`config.mk`:
```
export PLATFORM = sky130hd
export DESIGN_NAME = ovr_fault_responder
export DESIGN_NICKNAME = d
export VERILOG_FILES = /design/src/ovr_pkg.sv /design/src/ovr_responder.sv /design/src/ovr_fault_responder.sv
export VERILOG_INCLUDE_DIRS = /design/src
export SDC_FILE = /design/constraint.sdc
export NUM_CORES = 1
export LEC_CHECK = 0
export ABC_AREA = 0
export BUFFER_PORTS_ARGS = -buffer_cell sky130_fd_sc_hd__buf_2
export CORE_UTILIZATION = 50
export CTS_BUF_LIST = sky130_fd_sc_hd__clkbuf_8 sky130_fd_sc_hd__clkbuf_16
export CTS_CLUSTER_SIZE = 12
export DETAILED_ROUTE_END_ITERATION = 10
export PLACE_DENSITY = 0.72
export SYNTH_ARGS = -nofsm -noshare
export SYNTH_HDL_FRONTEND = slang
export SYNTH_SLANG_ARGS = --single-unit
```
`constraint.sdc`:
```
create_clock -name core_clk_i -period 6.6 [get_ports core_clk_i]
set_clock_uncertainty 0.15 [all_clocks]
set_input_delay 0.66 -clock core_clk_i [delete_from_list [all_inputs] [get_ports core_clk_i]]
set_output_delay 0.66 -clock core_clk_i [all_outputs]
set_load 0.03 [all_outputs]
```
`src/ovr_consts.svh`:
```
/*
 * Codes, reset values, field positions and counts of the responder.
 * Assumes a 25 MHz core clock; included by its bare name.
 */
`ifndef OVR_CONSTS_SVH
`define OVR_CONSTS_SVH

// ----------------------------------------------------------------------
// Command codes
// ----------------------------------------------------------------------
`define OVR_CMD_OPERATION    8'h01
`define OVR_CMD_CLEAR_FAULTS 8'h03
`define OVR_CMD_OV_RESPONSE  8'h41
`define OVR_CMD_UV_RESPONSE  8'h45
`define OVR_CMD_STATUS_BYTE  8'h78
`define OVR_CMD_STATUS_WORD  8'h79
`define OVR_CMD_STATUS_VOUT  8'h7A
`define OVR_CMD_RETRY_COUNT  8'hF7

// ----------------------------------------------------------------------
// Reset values
// ----------------------------------------------------------------------
`define OVR_OV_RESPONSE_RST  8'h80
`define OVR_UV_RESPONSE_RST  8'h7F
`define OVR_RETRY_COUNT_RST  3'h0
`define OVR_OPERATION_RST    1'b1

// ----------------------------------------------------------------------
// Field positions
// ----------------------------------------------------------------------
`define OVR_ACT_MSB          7
`define OVR_ACT_LSB          6
`define OVR_RETRY_MSB        5
`define OVR_RETRY_LSB        3
`define OVR_DEGL_MSB         2
`define OVR_DEGL_LSB         0
`define OVR_OPERATION_ON_BIT 7
`define OVR_VOUT_OV_BIT      7
`define OVR_VOUT_UV_BIT      4
`define OVR_BYTE_VOUT_OV_BIT 5
`define OVR_BYTE_NONE_BIT    0
`define OVR_WORD_VOUT_BIT    7

// ----------------------------------------------------------------------
// Timing
// ----------------------------------------------------------------------
`define OVR_CLK_PERIOD_NS    40
`define OVR_SAMPLE_PERIOD_NS 12200
`define OVR_SAMPLE_CYC       (`OVR_SAMPLE_PERIOD_NS / `OVR_CLK_PERIOD_NS)
`define OVR_RETRY_DELAY_MS   200
`define OVR_RETRY_CYC        (`OVR_RETRY_DELAY_MS * 1000000/`OVR_CLK_PERIOD_NS)
`define OVR_OFF_DELAY_CYC    250

`endif

```
`src/ovr_pkg.sv`:
```
/*
 * Types of the fault responder.
 * Assumes nothing.
 */
package ovr_pkg;

    typedef enum logic [1:0] {
        OVR_RSP_IDLE,
        OVR_RSP_DEGLITCH,
        OVR_RSP_GRACE,
        OVR_RSP_HELD
    } ovr_rsp_state_t;

    typedef enum logic [2:0] {
        OVR_CH_OFF,
        OVR_CH_ON,
        OVR_CH_SEQ_OFF,
        OVR_CH_RETRY_WAIT,
        OVR_CH_LATCHED
    } ovr_chan_state_t;

endpackage : ovr_pkg

```
`src/ovr_responder.sv`:
```
/*
 * One fault responder: deglitch and action for one comparator.
 * Assumes sample_tick_i pulses once per sample period.
 */
`timescale 1ns/10ps
`include "ovr_consts.svh"

module ovr_responder
    import ovr_pkg::*;
(
    input  wire logic       core_clk_i,    // Core clock.
    input  wire logic       resetn_i,      // Synchronous reset, active low.
    input  wire logic       fault_i,       // Comparator fault level.
    input  wire logic       sample_tick_i, // One pulse per sample period.
    input  wire logic       armed_i,       // Channel output is enabled.
    input  wire logic [7:0] cfg_i,         // Response configuration.
    output logic            event_o,       // Fault confirmed, one cycle.
    output logic            shutdown_o     // Shut channel off, one cycle.
);

    ovr_rsp_state_t state_q, state_d;
    logic [2:0]     cnt_q, cnt_d;
    logic [1:0]     action;
    logic [2:0]     deglitch;

    assign action   = cfg_i[`OVR_ACT_MSB:`OVR_ACT_LSB];
    assign deglitch = cfg_i[`OVR_DEGL_MSB:`OVR_DEGL_LSB];

    // ------------------------------------------------------------------
    // Deglitch and action sequencing
    // ------------------------------------------------------------------
    always_comb begin
        logic confirm;
        confirm    = 1'b0;
        state_d    = state_q;
        cnt_d      = cnt_q;
        event_o    = 1'b0;
        shutdown_o = 1'b0;
        case (state_q)
            OVR_RSP_IDLE: begin
                if (fault_i && armed_i) begin
                    cnt_d = 3'h0;
                    if (deglitch == 3'h0) begin
                        confirm = 1'b1;
                    end else begin
                        state_d = OVR_RSP_DEGLITCH;
                    end
                end
            end
            OVR_RSP_DEGLITCH: begin
                // A glitch shorter than the sample count is forgotten.
                if (!fault_i || !armed_i) begin
                    state_d = OVR_RSP_IDLE;
                end else if (sample_tick_i) begin
                    cnt_d = cnt_q + 3'h1;
                    if (cnt_q + 3'h1 == deglitch) begin
                        confirm = 1'b1;
                    end
                end
            end
            OVR_RSP_GRACE: begin
                if (!armed_i) begin
                    state_d = OVR_RSP_IDLE;
                end else if (sample_tick_i) begin
                    cnt_d = cnt_q + 3'h1;
                    if (cnt_q + 3'h1 >= deglitch) begin
                        shutdown_o = fault_i;
                        state_d    = OVR_RSP_HELD;
                    end
                end
            end
            OVR_RSP_HELD: begin
                if (!fault_i) begin
                    state_d = OVR_RSP_IDLE;
                end
            end
            default: state_d = OVR_RSP_IDLE;
        endcase
        if (confirm) begin
            event_o = 1'b1;
            cnt_d   = 3'h0;
            state_d = OVR_RSP_HELD;
            case (action)
                2'b00: shutdown_o = 1'b0;
                2'b01: begin
                    if (deglitch == 3'h0) begin
                        shutdown_o = 1'b1;
                    end else begin
                        state_d = OVR_RSP_GRACE;
                    end
                end
                default: shutdown_o = 1'b1;
            endcase
        end
    end

    always_ff @(posedge core_clk_i) begin
        if (!resetn_i) begin
            state_q <= OVR_RSP_IDLE;
            cnt_q   <= 3'h0;
        end else begin
            state_q <= state_d;
            cnt_q   <= cnt_d;
        end
    end

endmodule : ovr_responder

```
`src/ovr_fault_responder.sv`:
```
/*
 * Overvoltage and undervoltage fault response of two channels:
 * commands, status, alert and channel enable.
 * Handles sequenced off, retry and latched off.
 * Assumes decoded commands on the command port and
 * comparators synchronous to core_clk_i.
 */
// Function
// - Faults set status byte, word and vout bits
// - Faults drive the active-low alert low
// - Action 00b keeps channel running
// - Action 01b waits deglitch-count samples first
// - Action 01b then shuts off if fault remains
// - Action 1xb shuts off with no grace
// - Shutdown follows the retry field policy
// - Retry 000b holds channel off, latched
// - Nonzero retry restarts up to global limit
// - Command off, bias loss, other fault stop retries; other fault not with track_en_i set
// - Retry field applies from next turn-on
// - Deglitch 000b acts at once
// - Nonzero deglitch ignores fault for N samples
// - Deglitch counts from first detection
// - Wait retry interval between restart attempts
// - Latched off cleared by control, operation, bias
// - Clear faults clears status, not latched off
`timescale 1ns/10ps
`include "ovr_consts.svh"

module ovr_fault_responder
    import ovr_pkg::*;
#(
    parameter int NUM_CH        = 2,
    parameter int SAMPLE_CYC    = `OVR_SAMPLE_CYC,
    parameter int RETRY_CYC     = `OVR_RETRY_CYC,
    parameter int OFF_DELAY_CYC = `OVR_OFF_DELAY_CYC
) (
    input  wire logic              core_clk_i,   // Core clock, 25 MHz.
    input  wire logic              resetn_i,     // Sync reset, active low.
    input  wire logic              cmd_valid_i,  // Command strobe.
    input  wire logic              cmd_write_i,  // 1 write, 0 read.
    input  wire logic [7:0]        cmd_code_i,   // Command code.
    input  wire logic              cmd_page_i,   // Channel page.
    input  wire logic [7:0]        cmd_wdata_i,  // Write data byte.
    output logic      [7:0]        cmd_rdata_o,  // Read data byte.
    output logic                   cmd_rvalid_o, // Read data valid.
    input  wire logic [NUM_CH-1:0] control_i,    // Control pin level.
    input  wire logic              bias_ok_i,    // Bias power present.
    input  wire logic [NUM_CH-1:0] track_en_i,   // Sequenced off select.
    input  wire logic [NUM_CH-1:0] ov_cmp_i,     // Overvoltage comparator.
    input  wire logic [NUM_CH-1:0] uv_cmp_i,     // Undervoltage comparator.
    output logic      [NUM_CH-1:0] chan_en_o,    // Channel enable.
    output logic                   host_alert_n_o // Alert, active low.
);

    localparam int CW = $clog2(RETRY_CYC + OFF_DELAY_CYC + 1) + 1;
    localparam int SW = $clog2(SAMPLE_CYC + 1);

    // ------------------------------------------------------------------
    // Sample period time base
    // ------------------------------------------------------------------
    logic [SW-1:0] tick_cnt_q, tick_cnt_d;
    logic          tick;

    always_comb begin
        tick       = (tick_cnt_q == SW'(SAMPLE_CYC - 1));
        tick_cnt_d = tick ? '0 : tick_cnt_q + SW'(1);
    end

    always_ff @(posedge core_clk_i) begin
        if (!resetn_i) begin
            tick_cnt_q <= '0;
        end else begin
            tick_cnt_q <= tick_cnt_d;
        end
    end

    // ------------------------------------------------------------------
    // Configuration registers and command port
    // ------------------------------------------------------------------
    logic [7:0] ov_cfg_q [NUM_CH];
    logic [7:0] ov_cfg_d [NUM_CH];
    logic [7:0] uv_cfg_q [NUM_CH];
    logic [7:0] uv_cfg_d [NUM_CH];
    logic [NUM_CH-1:0] op_on_q, op_on_d;
    logic [2:0]        retry_limit_q, retry_limit_d;
    logic [7:0]        rdata_d;
    logic              rvalid_d;
    logic              clear_faults;
    logic [NUM_CH-1:0] st_ov_q, st_ov_d, st_uv_q, st_uv_d;
    logic [NUM_CH-1:0] ev_ov, ev_uv;
    logic [7:0]        vout_sel;
    logic              pg;
    logic              wr;

    assign wr           = cmd_valid_i && cmd_write_i;
    assign clear_faults = wr && (cmd_code_i == `OVR_CMD_CLEAR_FAULTS);
    assign pg           = cmd_page_i;

    always_comb begin
        vout_sel = 8'h00;
        vout_sel[`OVR_VOUT_OV_BIT] = st_ov_q[pg];
        vout_sel[`OVR_VOUT_UV_BIT] = st_uv_q[pg];
    end

    always_comb begin
        op_on_d       = op_on_q;
        retry_limit_d = retry_limit_q;
        for (int c = 0; c < NUM_CH; c++) begin
            ov_cfg_d[c] = ov_cfg_q[c];
            uv_cfg_d[c] = uv_cfg_q[c];
        end
        if (wr) begin
            case (cmd_code_i)
                `OVR_CMD_OPERATION:
                    op_on_d[pg] = cmd_wdata_i[`OVR_OPERATION_ON_BIT];
                `OVR_CMD_OV_RESPONSE: ov_cfg_d[pg] = cmd_wdata_i;
                `OVR_CMD_UV_RESPONSE: uv_cfg_d[pg] = cmd_wdata_i;
                `OVR_CMD_RETRY_COUNT: retry_limit_d = cmd_wdata_i[2:0];
                default: ;
            endcase
        end
        // Unknown codes read as zero rather than holding stale data.
        rvalid_d = cmd_valid_i && !cmd_write_i;
        rdata_d  = 8'h00;
        if (rvalid_d) begin
            case (cmd_code_i)
                `OVR_CMD_OPERATION:
                    rdata_d = {op_on_q[pg], 7'h00};
                `OVR_CMD_OV_RESPONSE: rdata_d = ov_cfg_q[pg];
                `OVR_CMD_UV_RESPONSE: rdata_d = uv_cfg_q[pg];
                `OVR_CMD_RETRY_COUNT: rdata_d = {5'h00, retry_limit_q};
                `OVR_CMD_STATUS_VOUT: rdata_d = vout_sel;
                `OVR_CMD_STATUS_BYTE,
                `OVR_CMD_STATUS_WORD: begin
                    rdata_d[`OVR_BYTE_VOUT_OV_BIT] = st_ov_q[pg];
                    rdata_d[`OVR_BYTE_NONE_BIT]    = st_uv_q[pg];
                end
                8'h7F: rdata_d[`OVR_WORD_VOUT_BIT] = |vout_sel;
                default: rdata_d = 8'h00;
            endcase
        end
    end

    always_ff @(posedge core_clk_i) begin
        if (!resetn_i) begin
            op_on_q       <= {NUM_CH{`OVR_OPERATION_RST}};
            retry_limit_q <= `OVR_RETRY_COUNT_RST;
            cmd_rdata_o   <= 8'h00;
            cmd_rvalid_o  <= 1'b0;
            for (int c = 0; c < NUM_CH; c++) begin
                ov_cfg_q[c] <= `OVR_OV_RESPONSE_RST;
                uv_cfg_q[c] <= `OVR_UV_RESPONSE_RST;
            end
        end else begin
            op_on_q       <= op_on_d;
            retry_limit_q <= retry_limit_d;
            cmd_rdata_o   <= rdata_d;
            cmd_rvalid_o  <= rvalid_d;
            for (int c = 0; c < NUM_CH; c++) begin
                ov_cfg_q[c] <= ov_cfg_d[c];
                uv_cfg_q[c] <= uv_cfg_d[c];
            end
        end
    end

    // ------------------------------------------------------------------
    // Status bits and alert
    // ------------------------------------------------------------------
    // A fault confirmed in the same cycle as a clear still sets its bit.
    always_comb begin
        st_ov_d = (clear_faults ? '0 : st_ov_q) | ev_ov;
        st_uv_d = (clear_faults ? '0 : st_uv_q) | ev_uv;
    end

    always_ff @(posedge core_clk_i) begin
        if (!resetn_i) begin
            st_ov_q        <= '0;
            st_uv_q        <= '0;
            host_alert_n_o <= 1'b1;
        end else begin
            st_ov_q        <= st_ov_d;
            st_uv_q        <= st_uv_d;
            host_alert_n_o <= ~(|st_ov_d || |st_uv_d);
        end
    end

    // ------------------------------------------------------------------
    // Per-channel responders and enable sequencing
    // ------------------------------------------------------------------
    for (genvar ch = 0; ch < NUM_CH; ch++) begin : g_ch
        ovr_chan_state_t st_q, st_d;
        logic [CW-1:0]   cnt_q, cnt_d;
        logic [2:0]      tries_q, tries_d;
        logic            ov_retry_q, ov_retry_d;
        logic            uv_retry_q, uv_retry_d;
        logic            cause_ov_q, cause_ov_d;
        logic            en_q, en_d;
        logic            sd_ov, sd_uv;
        logic            cmd_on, armed, shut_ov;

        assign cmd_on = control_i[ch] && op_on_q[ch] && bias_ok_i;
        assign armed  = (st_q == OVR_CH_ON) || (st_q == OVR_CH_SEQ_OFF);

        ovr_responder u_ov (
            .core_clk_i    (core_clk_i),
            .resetn_i      (resetn_i),
            .fault_i       (ov_cmp_i[ch]),
            .sample_tick_i (tick),
            .armed_i       (armed),
            .cfg_i         (ov_cfg_q[ch]),
            .event_o       (ev_ov[ch]),
            .shutdown_o    (sd_ov)
        );

        ovr_responder u_uv (
            .core_clk_i    (core_clk_i),
            .resetn_i      (resetn_i),
            .fault_i       (uv_cmp_i[ch]),
            .sample_tick_i (tick),
            .armed_i       (armed),
            .cfg_i         (uv_cfg_q[ch]),
            .event_o       (ev_uv[ch]),
            .shutdown_o    (sd_uv)
        );

        always_comb begin
            logic retry_ok;
            logic fire;
            st_d       = st_q;
            cnt_d      = cnt_q;
            tries_d    = tries_q;
            ov_retry_d = ov_retry_q;
            uv_retry_d = uv_retry_q;
            cause_ov_d = cause_ov_q;
            fire       = 1'b0;
            shut_ov    = sd_ov;
            retry_ok   = 1'b0;
            case (st_q)
                OVR_CH_OFF: begin
                    if (cmd_on) begin
                        st_d    = OVR_CH_ON;
                        tries_d = 3'h0;
                        // Retry policy is sampled only at turn-on.
                        ov_retry_d = |ov_cfg_q[ch]
                            [`OVR_RETRY_MSB:`OVR_RETRY_LSB];
                        uv_retry_d = |uv_cfg_q[ch]
                            [`OVR_RETRY_MSB:`OVR_RETRY_LSB];
                    end
                end
                OVR_CH_ON: begin
                    if (!cmd_on) begin
                        st_d = OVR_CH_OFF;
                    end else if (sd_ov || sd_uv) begin
                        cnt_d = '0;
                        if (track_en_i[ch]) begin
                            st_d       = OVR_CH_SEQ_OFF;
                            cause_ov_d = shut_ov;
                        end else begin
                            fire = 1'b1;
                        end
                    end
                end
                OVR_CH_SEQ_OFF: begin
                    shut_ov = cause_ov_q;
                    cnt_d   = cnt_q + CW'(1);
                    if (!cmd_on) begin
                        st_d = OVR_CH_OFF;
                    end else if (cnt_q == CW'(OFF_DELAY_CYC - 1)) begin
                        fire  = 1'b1;
                        cnt_d = '0;
                    end
                end
                OVR_CH_RETRY_WAIT: begin
                    cnt_d = cnt_q + CW'(1);
                    if (!cmd_on) begin
                        st_d = OVR_CH_OFF;
                    end else if (cnt_q == CW'(RETRY_CYC - 1)) begin
                        st_d    = OVR_CH_ON;
                        tries_d = tries_q + 3'h1;
                    end
                end
                OVR_CH_LATCHED: begin
                    if (!cmd_on) begin
                        st_d = OVR_CH_OFF;
                    end
                end
                default: st_d = OVR_CH_OFF;
            endcase
            if (fire) begin
                retry_ok = (shut_ov ? ov_retry_q : uv_retry_q)
                        && (tries_q < retry_limit_q)
                        && (tries_q == '0 || shut_ov == cause_ov_q);
                cause_ov_d = shut_ov;
                cnt_d      = '0;
                st_d = retry_ok ? OVR_CH_RETRY_WAIT
                                : OVR_CH_LATCHED;
            end
            en_d = (st_d == OVR_CH_ON) || (st_d == OVR_CH_SEQ_OFF);
        end

        always_ff @(posedge core_clk_i) begin
            if (!resetn_i) begin
                st_q       <= OVR_CH_OFF;
                cnt_q      <= '0;
                tries_q    <= 3'h0;
                ov_retry_q <= 1'b0;
                uv_retry_q <= 1'b0;
                cause_ov_q <= 1'b0;
                en_q       <= 1'b0;
            end else begin
                st_q       <= st_d;
                cnt_q      <= cnt_d;
                tries_q    <= tries_d;
                ov_retry_q <= ov_retry_d;
                uv_retry_q <= uv_retry_d;
                cause_ov_q <= cause_ov_d;
                en_q       <= en_d;
            end
        end

        assign chan_en_o[ch] = en_q;
    end

endmodule : ovr_fault_responder

```
==> impl_summary.md <==
Status
The run finished with clean final reports.

Critical path
The worst register-to-register path ends at g_ch[0].cnt_q[12]. The count of buffer and inverter cells on the critical path is 0. The worst register-to-register path has a setup slack of 2660 ps.

For the worst flop-to-flop path, the logic depth is 8. The critical path starts at tick_cnt_q[6]. For the worst setup path, the data required time is 6810 ps.

The arrival time at the worst endpoint is 4150 ps. The element type at the critical path start is a register. The maximum fanout count along the critical path is 28. The worst setup path is of the register to register kind. For this run, the slowest stage of the critical path takes 630 ps. The critical path runs through a total of 8 cells. The critical-path cell with the highest stage delay is nor2_1. The sort of element at the end of the critical path is a register. Walking the worst path, the cells encountered are or4_4 -> nor2_1 -> nand3_1 -> a221oi_4 -> a32oi_2 -> a21o_1 -> or4_1 -> a21oi_1. In this run the critical register-to-register path is launched from tick_cnt_q[6]. The category of cells accounting for the largest share of critical-path delay is simple AND/OR/NAND/NOR gates.

Logic synthesis
The largest total area in the synthesized netlist belongs to dfxtp_1. Counting flops with an async set or reset pin after synthesis yields a share of 0. The adder and majority cell fraction of the synthesized area is 0.07470. The post-synthesis instance area is 8374 um2. dfxtp_1 is the most common cell in the netlist. Of the total synthesized cell area, the portion taken by AND, OR, NAND and NOR gates is 0.2609. Synthesis instantiated 72 different standard cells from the library. The number of enable-type register cells in the synthesized netlist is 0.

Of the post-synthesis cell area, the part taken by muxes is 0.05618. The dominant register cell in the synthesized netlist is dfxtp_1. The sequential share of the synthesized area is 0.3538. The main combinational cell family by area after synthesis is simple AND/OR/NAND/NOR gates.

The synthesized netlist net count is 1,124. Sorting the synthesized cells by how often they occur yields dfxtp_1, nor2_1, nand2_1. The fraction of the mapped netlist area in compound gates is 0.1706. Of the total synthesized cell area, the portion taken by XOR and XNOR cells is 0.04497. For this run, the number of Yosys warnings is 0. The synthesized area divided by synthesized cell count is 8.021 um2.

The number of standard cells after synthesis is 1,044. Of the post-synthesis cell area, the dominant cell type holds 0.3538. The number of register bits inferred by synthesis is 148. By area the synthesized netlist is led by dfxtp_1, ha_1, nor2_1.

Power
The internal power is 1.589 mW. The clock share of power is 0.469. The proportion of total power due to net switching is 0.2616. IR analysis of the VDD net gives a maximum drop of 198.2 uV. The share of total power dissipated in combinational logic is 0.100. In this run the static leakage power is 3.523 nW.

The analysis attributes to net switching a power of 562.8 uW. The share of total power dissipated in sequential elements is 0.431. The total power density per cell area is 231.4 nW/um2. The overall power consumption is 2.152 mW.

Routing
The via-per-instance ratio is 5.820. Wires add up to 20,780 um. The detailed router finished its first iteration with 639 violations. In the final routed layout, each cell accounts on average for 16.09 um. The total number of vias is 7,520. For this run, design rule violations remaining after detail routing come to 0.

The detail route stage leaves a number of antenna-violating nets equal to 0. The first detailed-routing pass ran for 7 iterations.

Floorplan
For this configuration, the core starts out at a cell density of 0.5196. The die covers 17,270 um2. The floorplan has 46 rows.

The floorplan step set the die height to 131.4 um. The core area is 16,120 um2. Measured along the x axis, the die boundary spans 131.4 um.

The number of primary I/O pins is 42.

Global routing
In the global route stage, overall resource usage came out at 0.2458. The global route total overflow is 0. The initial antenna violation count was 0. The first global-routing pass estimated 34,560 um of wire. The maximum number of pins on one net before global-route repair is 46.

The via count of the first global-routing pass is 6,904.

Clock network
Buffers inserted during clock tree synthesis total 17. The clock-pin slew on the worst setup and hold paths is 70 ps. Post-CTS timing repair inserted 0 buffers for setup. The quantity of gates resized following cts is 0.

The root cell of the clock tree is clkbuf_16. The insertion delay to the later sink of the worst-skew pair is 430 ps. The number of H-tree branching levels is 4. The number of buffers between clock root and the deepest sink is 2. The number of clock sinks is 148.

The CTS tree is built. The number of hold buffers added after CTS was 0.

Min path
The worst hold path belongs to the class register to register. In this run the most critical hold path is launched from g_ch[0].u_ov.cnt_q[1]. For hold timing, the worst endpoint is g_ch[0].u_ov.cnt_q[1]. Counting instances, the worst hold path has a depth of 2.

Place
The detailed placement HPWL is 14,880 um. At the end of routability-driven placement, the weighted congestion stood at 0.8752. At the placement stage, the worst setup path has a slack of 2692 ps. The count of buffers added on input and output ports is 41.

The placed cell area is 8697 um2. The cell count after placement is 1,261.

STA
The transition time at the pin with the least slew margin is 1153 ps. The headroom to the max-slew limit is 0.2113. The final number of max-transition violations is 0. Setup repair after global routing left no endpoint under its margin. The final count of hold timing violations is 0.

Based on the critical path, the design can be clocked at up to 253.6 MHz. Across all setup checks in the final design, the least slack found is 2656 ps. The total negative slack for setup checks is 0 ps. The time the final worst path needs with I/O delays and setup is 3944 ps.

The tightest hold path in the finished design has a slack of 326.4 ps. The total of endpoints with negative setup slack in the final report is 0. Of the available clock period, the critical path in the final layout requires 0.5975.

Cells and area
The number of standard cells in the final layout excluding fillers is 1,292. The final core area utilization is 0.5770. The share of layout cells above drive strength 1 is 0.09108.

The area added between synthesis and finish is 11.04%. The number of nets in the finished design is 1,144. 0 antenna diodes ended up in the layout. The final design instance area without fill is 9299 um2.

Job
Across the run, the number of max-cap violations was 0.
## sequential cells by signal, indices dropped and copies added (netlist names), 3 cells and up
register	count
uv_cfg_q	16
g_ch.tries_q	6
g_ch.u_ov.cnt_q	6
g_ch.st_q	6
ov_cfg_q	16
g_ch.cnt_q	48
cmd_rdata_o	8
retry_limit_q	3
g_ch.u_uv.state_q	4
tick_cnt_q	9
g_ch.u_uv.cnt_q	6
g_ch.u_ov.state_q	4
## power groups by stage
stage | clock (mW) | combinational, mW | sequential (mW)
floorplan | 0 | 0.159 | 0.942
global placement | 0 | 0.210 | 0.946
detailed placement | 0 | 0.211 | 0.946
CTS | 1.02 | 0.213 | 0.927
global route | 1.06 | 0.237 | 0.929
finish | 1.01 | 0.216 | 0.927
## worst register-to-register path: stages (launching register included)
cell and delay, ps:
dfxtp_1 330, or4_4 570, nor2_1 630, nand3_1 240, a221oi_4 460, a32oi_2 240, a21o_1 500, or4_1 600
a21oi_1 150
## logic make-up (layout without fill, tap and decap cells)
kind of cell,count (synthesis),count (layout)
AO/OA/AOI/OAI,216,216
XOR/XNOR,43,43
adder cells (fa/ha/maj),50,50
buffers and inverters,82,114
flip-flops,148,148
multiplexers,45,45
AND/OR/NAND/NOR,460,460
## per-layer routing
metal / routed length, um / global-route usage
met2: 9508 / 0.3918
met1: 9841 / 0.3333
met4: 361 / 0.07106
met5: 0 / 0
met3: 1071 / 0.05093
## cell type report
cell class,count,area (um2)
fillers,1482,6817
repair buffers,45,235.2
clock inverters,14,176.4
inverters,38,142.6
flip-flops and latches,148,2963
clock buffers,17,425.4
well taps,216,270.3
multi-input cells,814,5086
## how the worst max path moves through the flow
stage	slack [ps]	to
5_1_grt	2400	g_ch[0].cnt_q[17]
4_1_cts	2670	g_ch[0].cnt_q[17]
6_report	2660	g_ch[0].cnt_q[12]
2_1_floorplan	3440	g_ch[0].cnt_q[17]
3_5_place_dp	2690	g_ch[0].cnt_q[17]
3_3_place_gp	2740	g_ch[0].cnt_q[17]
## cells in the final DEF, fill, tap and decap left out, types with 12 or more instances in the layout
master / instances
a21oi_1: 80
and3_1: 15
buf_2: 41
clkbuf_16: 17
dfxtp_1: 148
ha_1: 50
inv_1: 38
mux2i_1: 38
nand2_1: 121
nand2b_1: 15
nand3_1: 54
nand4_1: 13
nor2_1: 142
nor3_1: 34
nor4_1: 12
o21ai_0: 35
xnor2_1: 33
No activity file was read; power rests on OpenSTA's default activity.
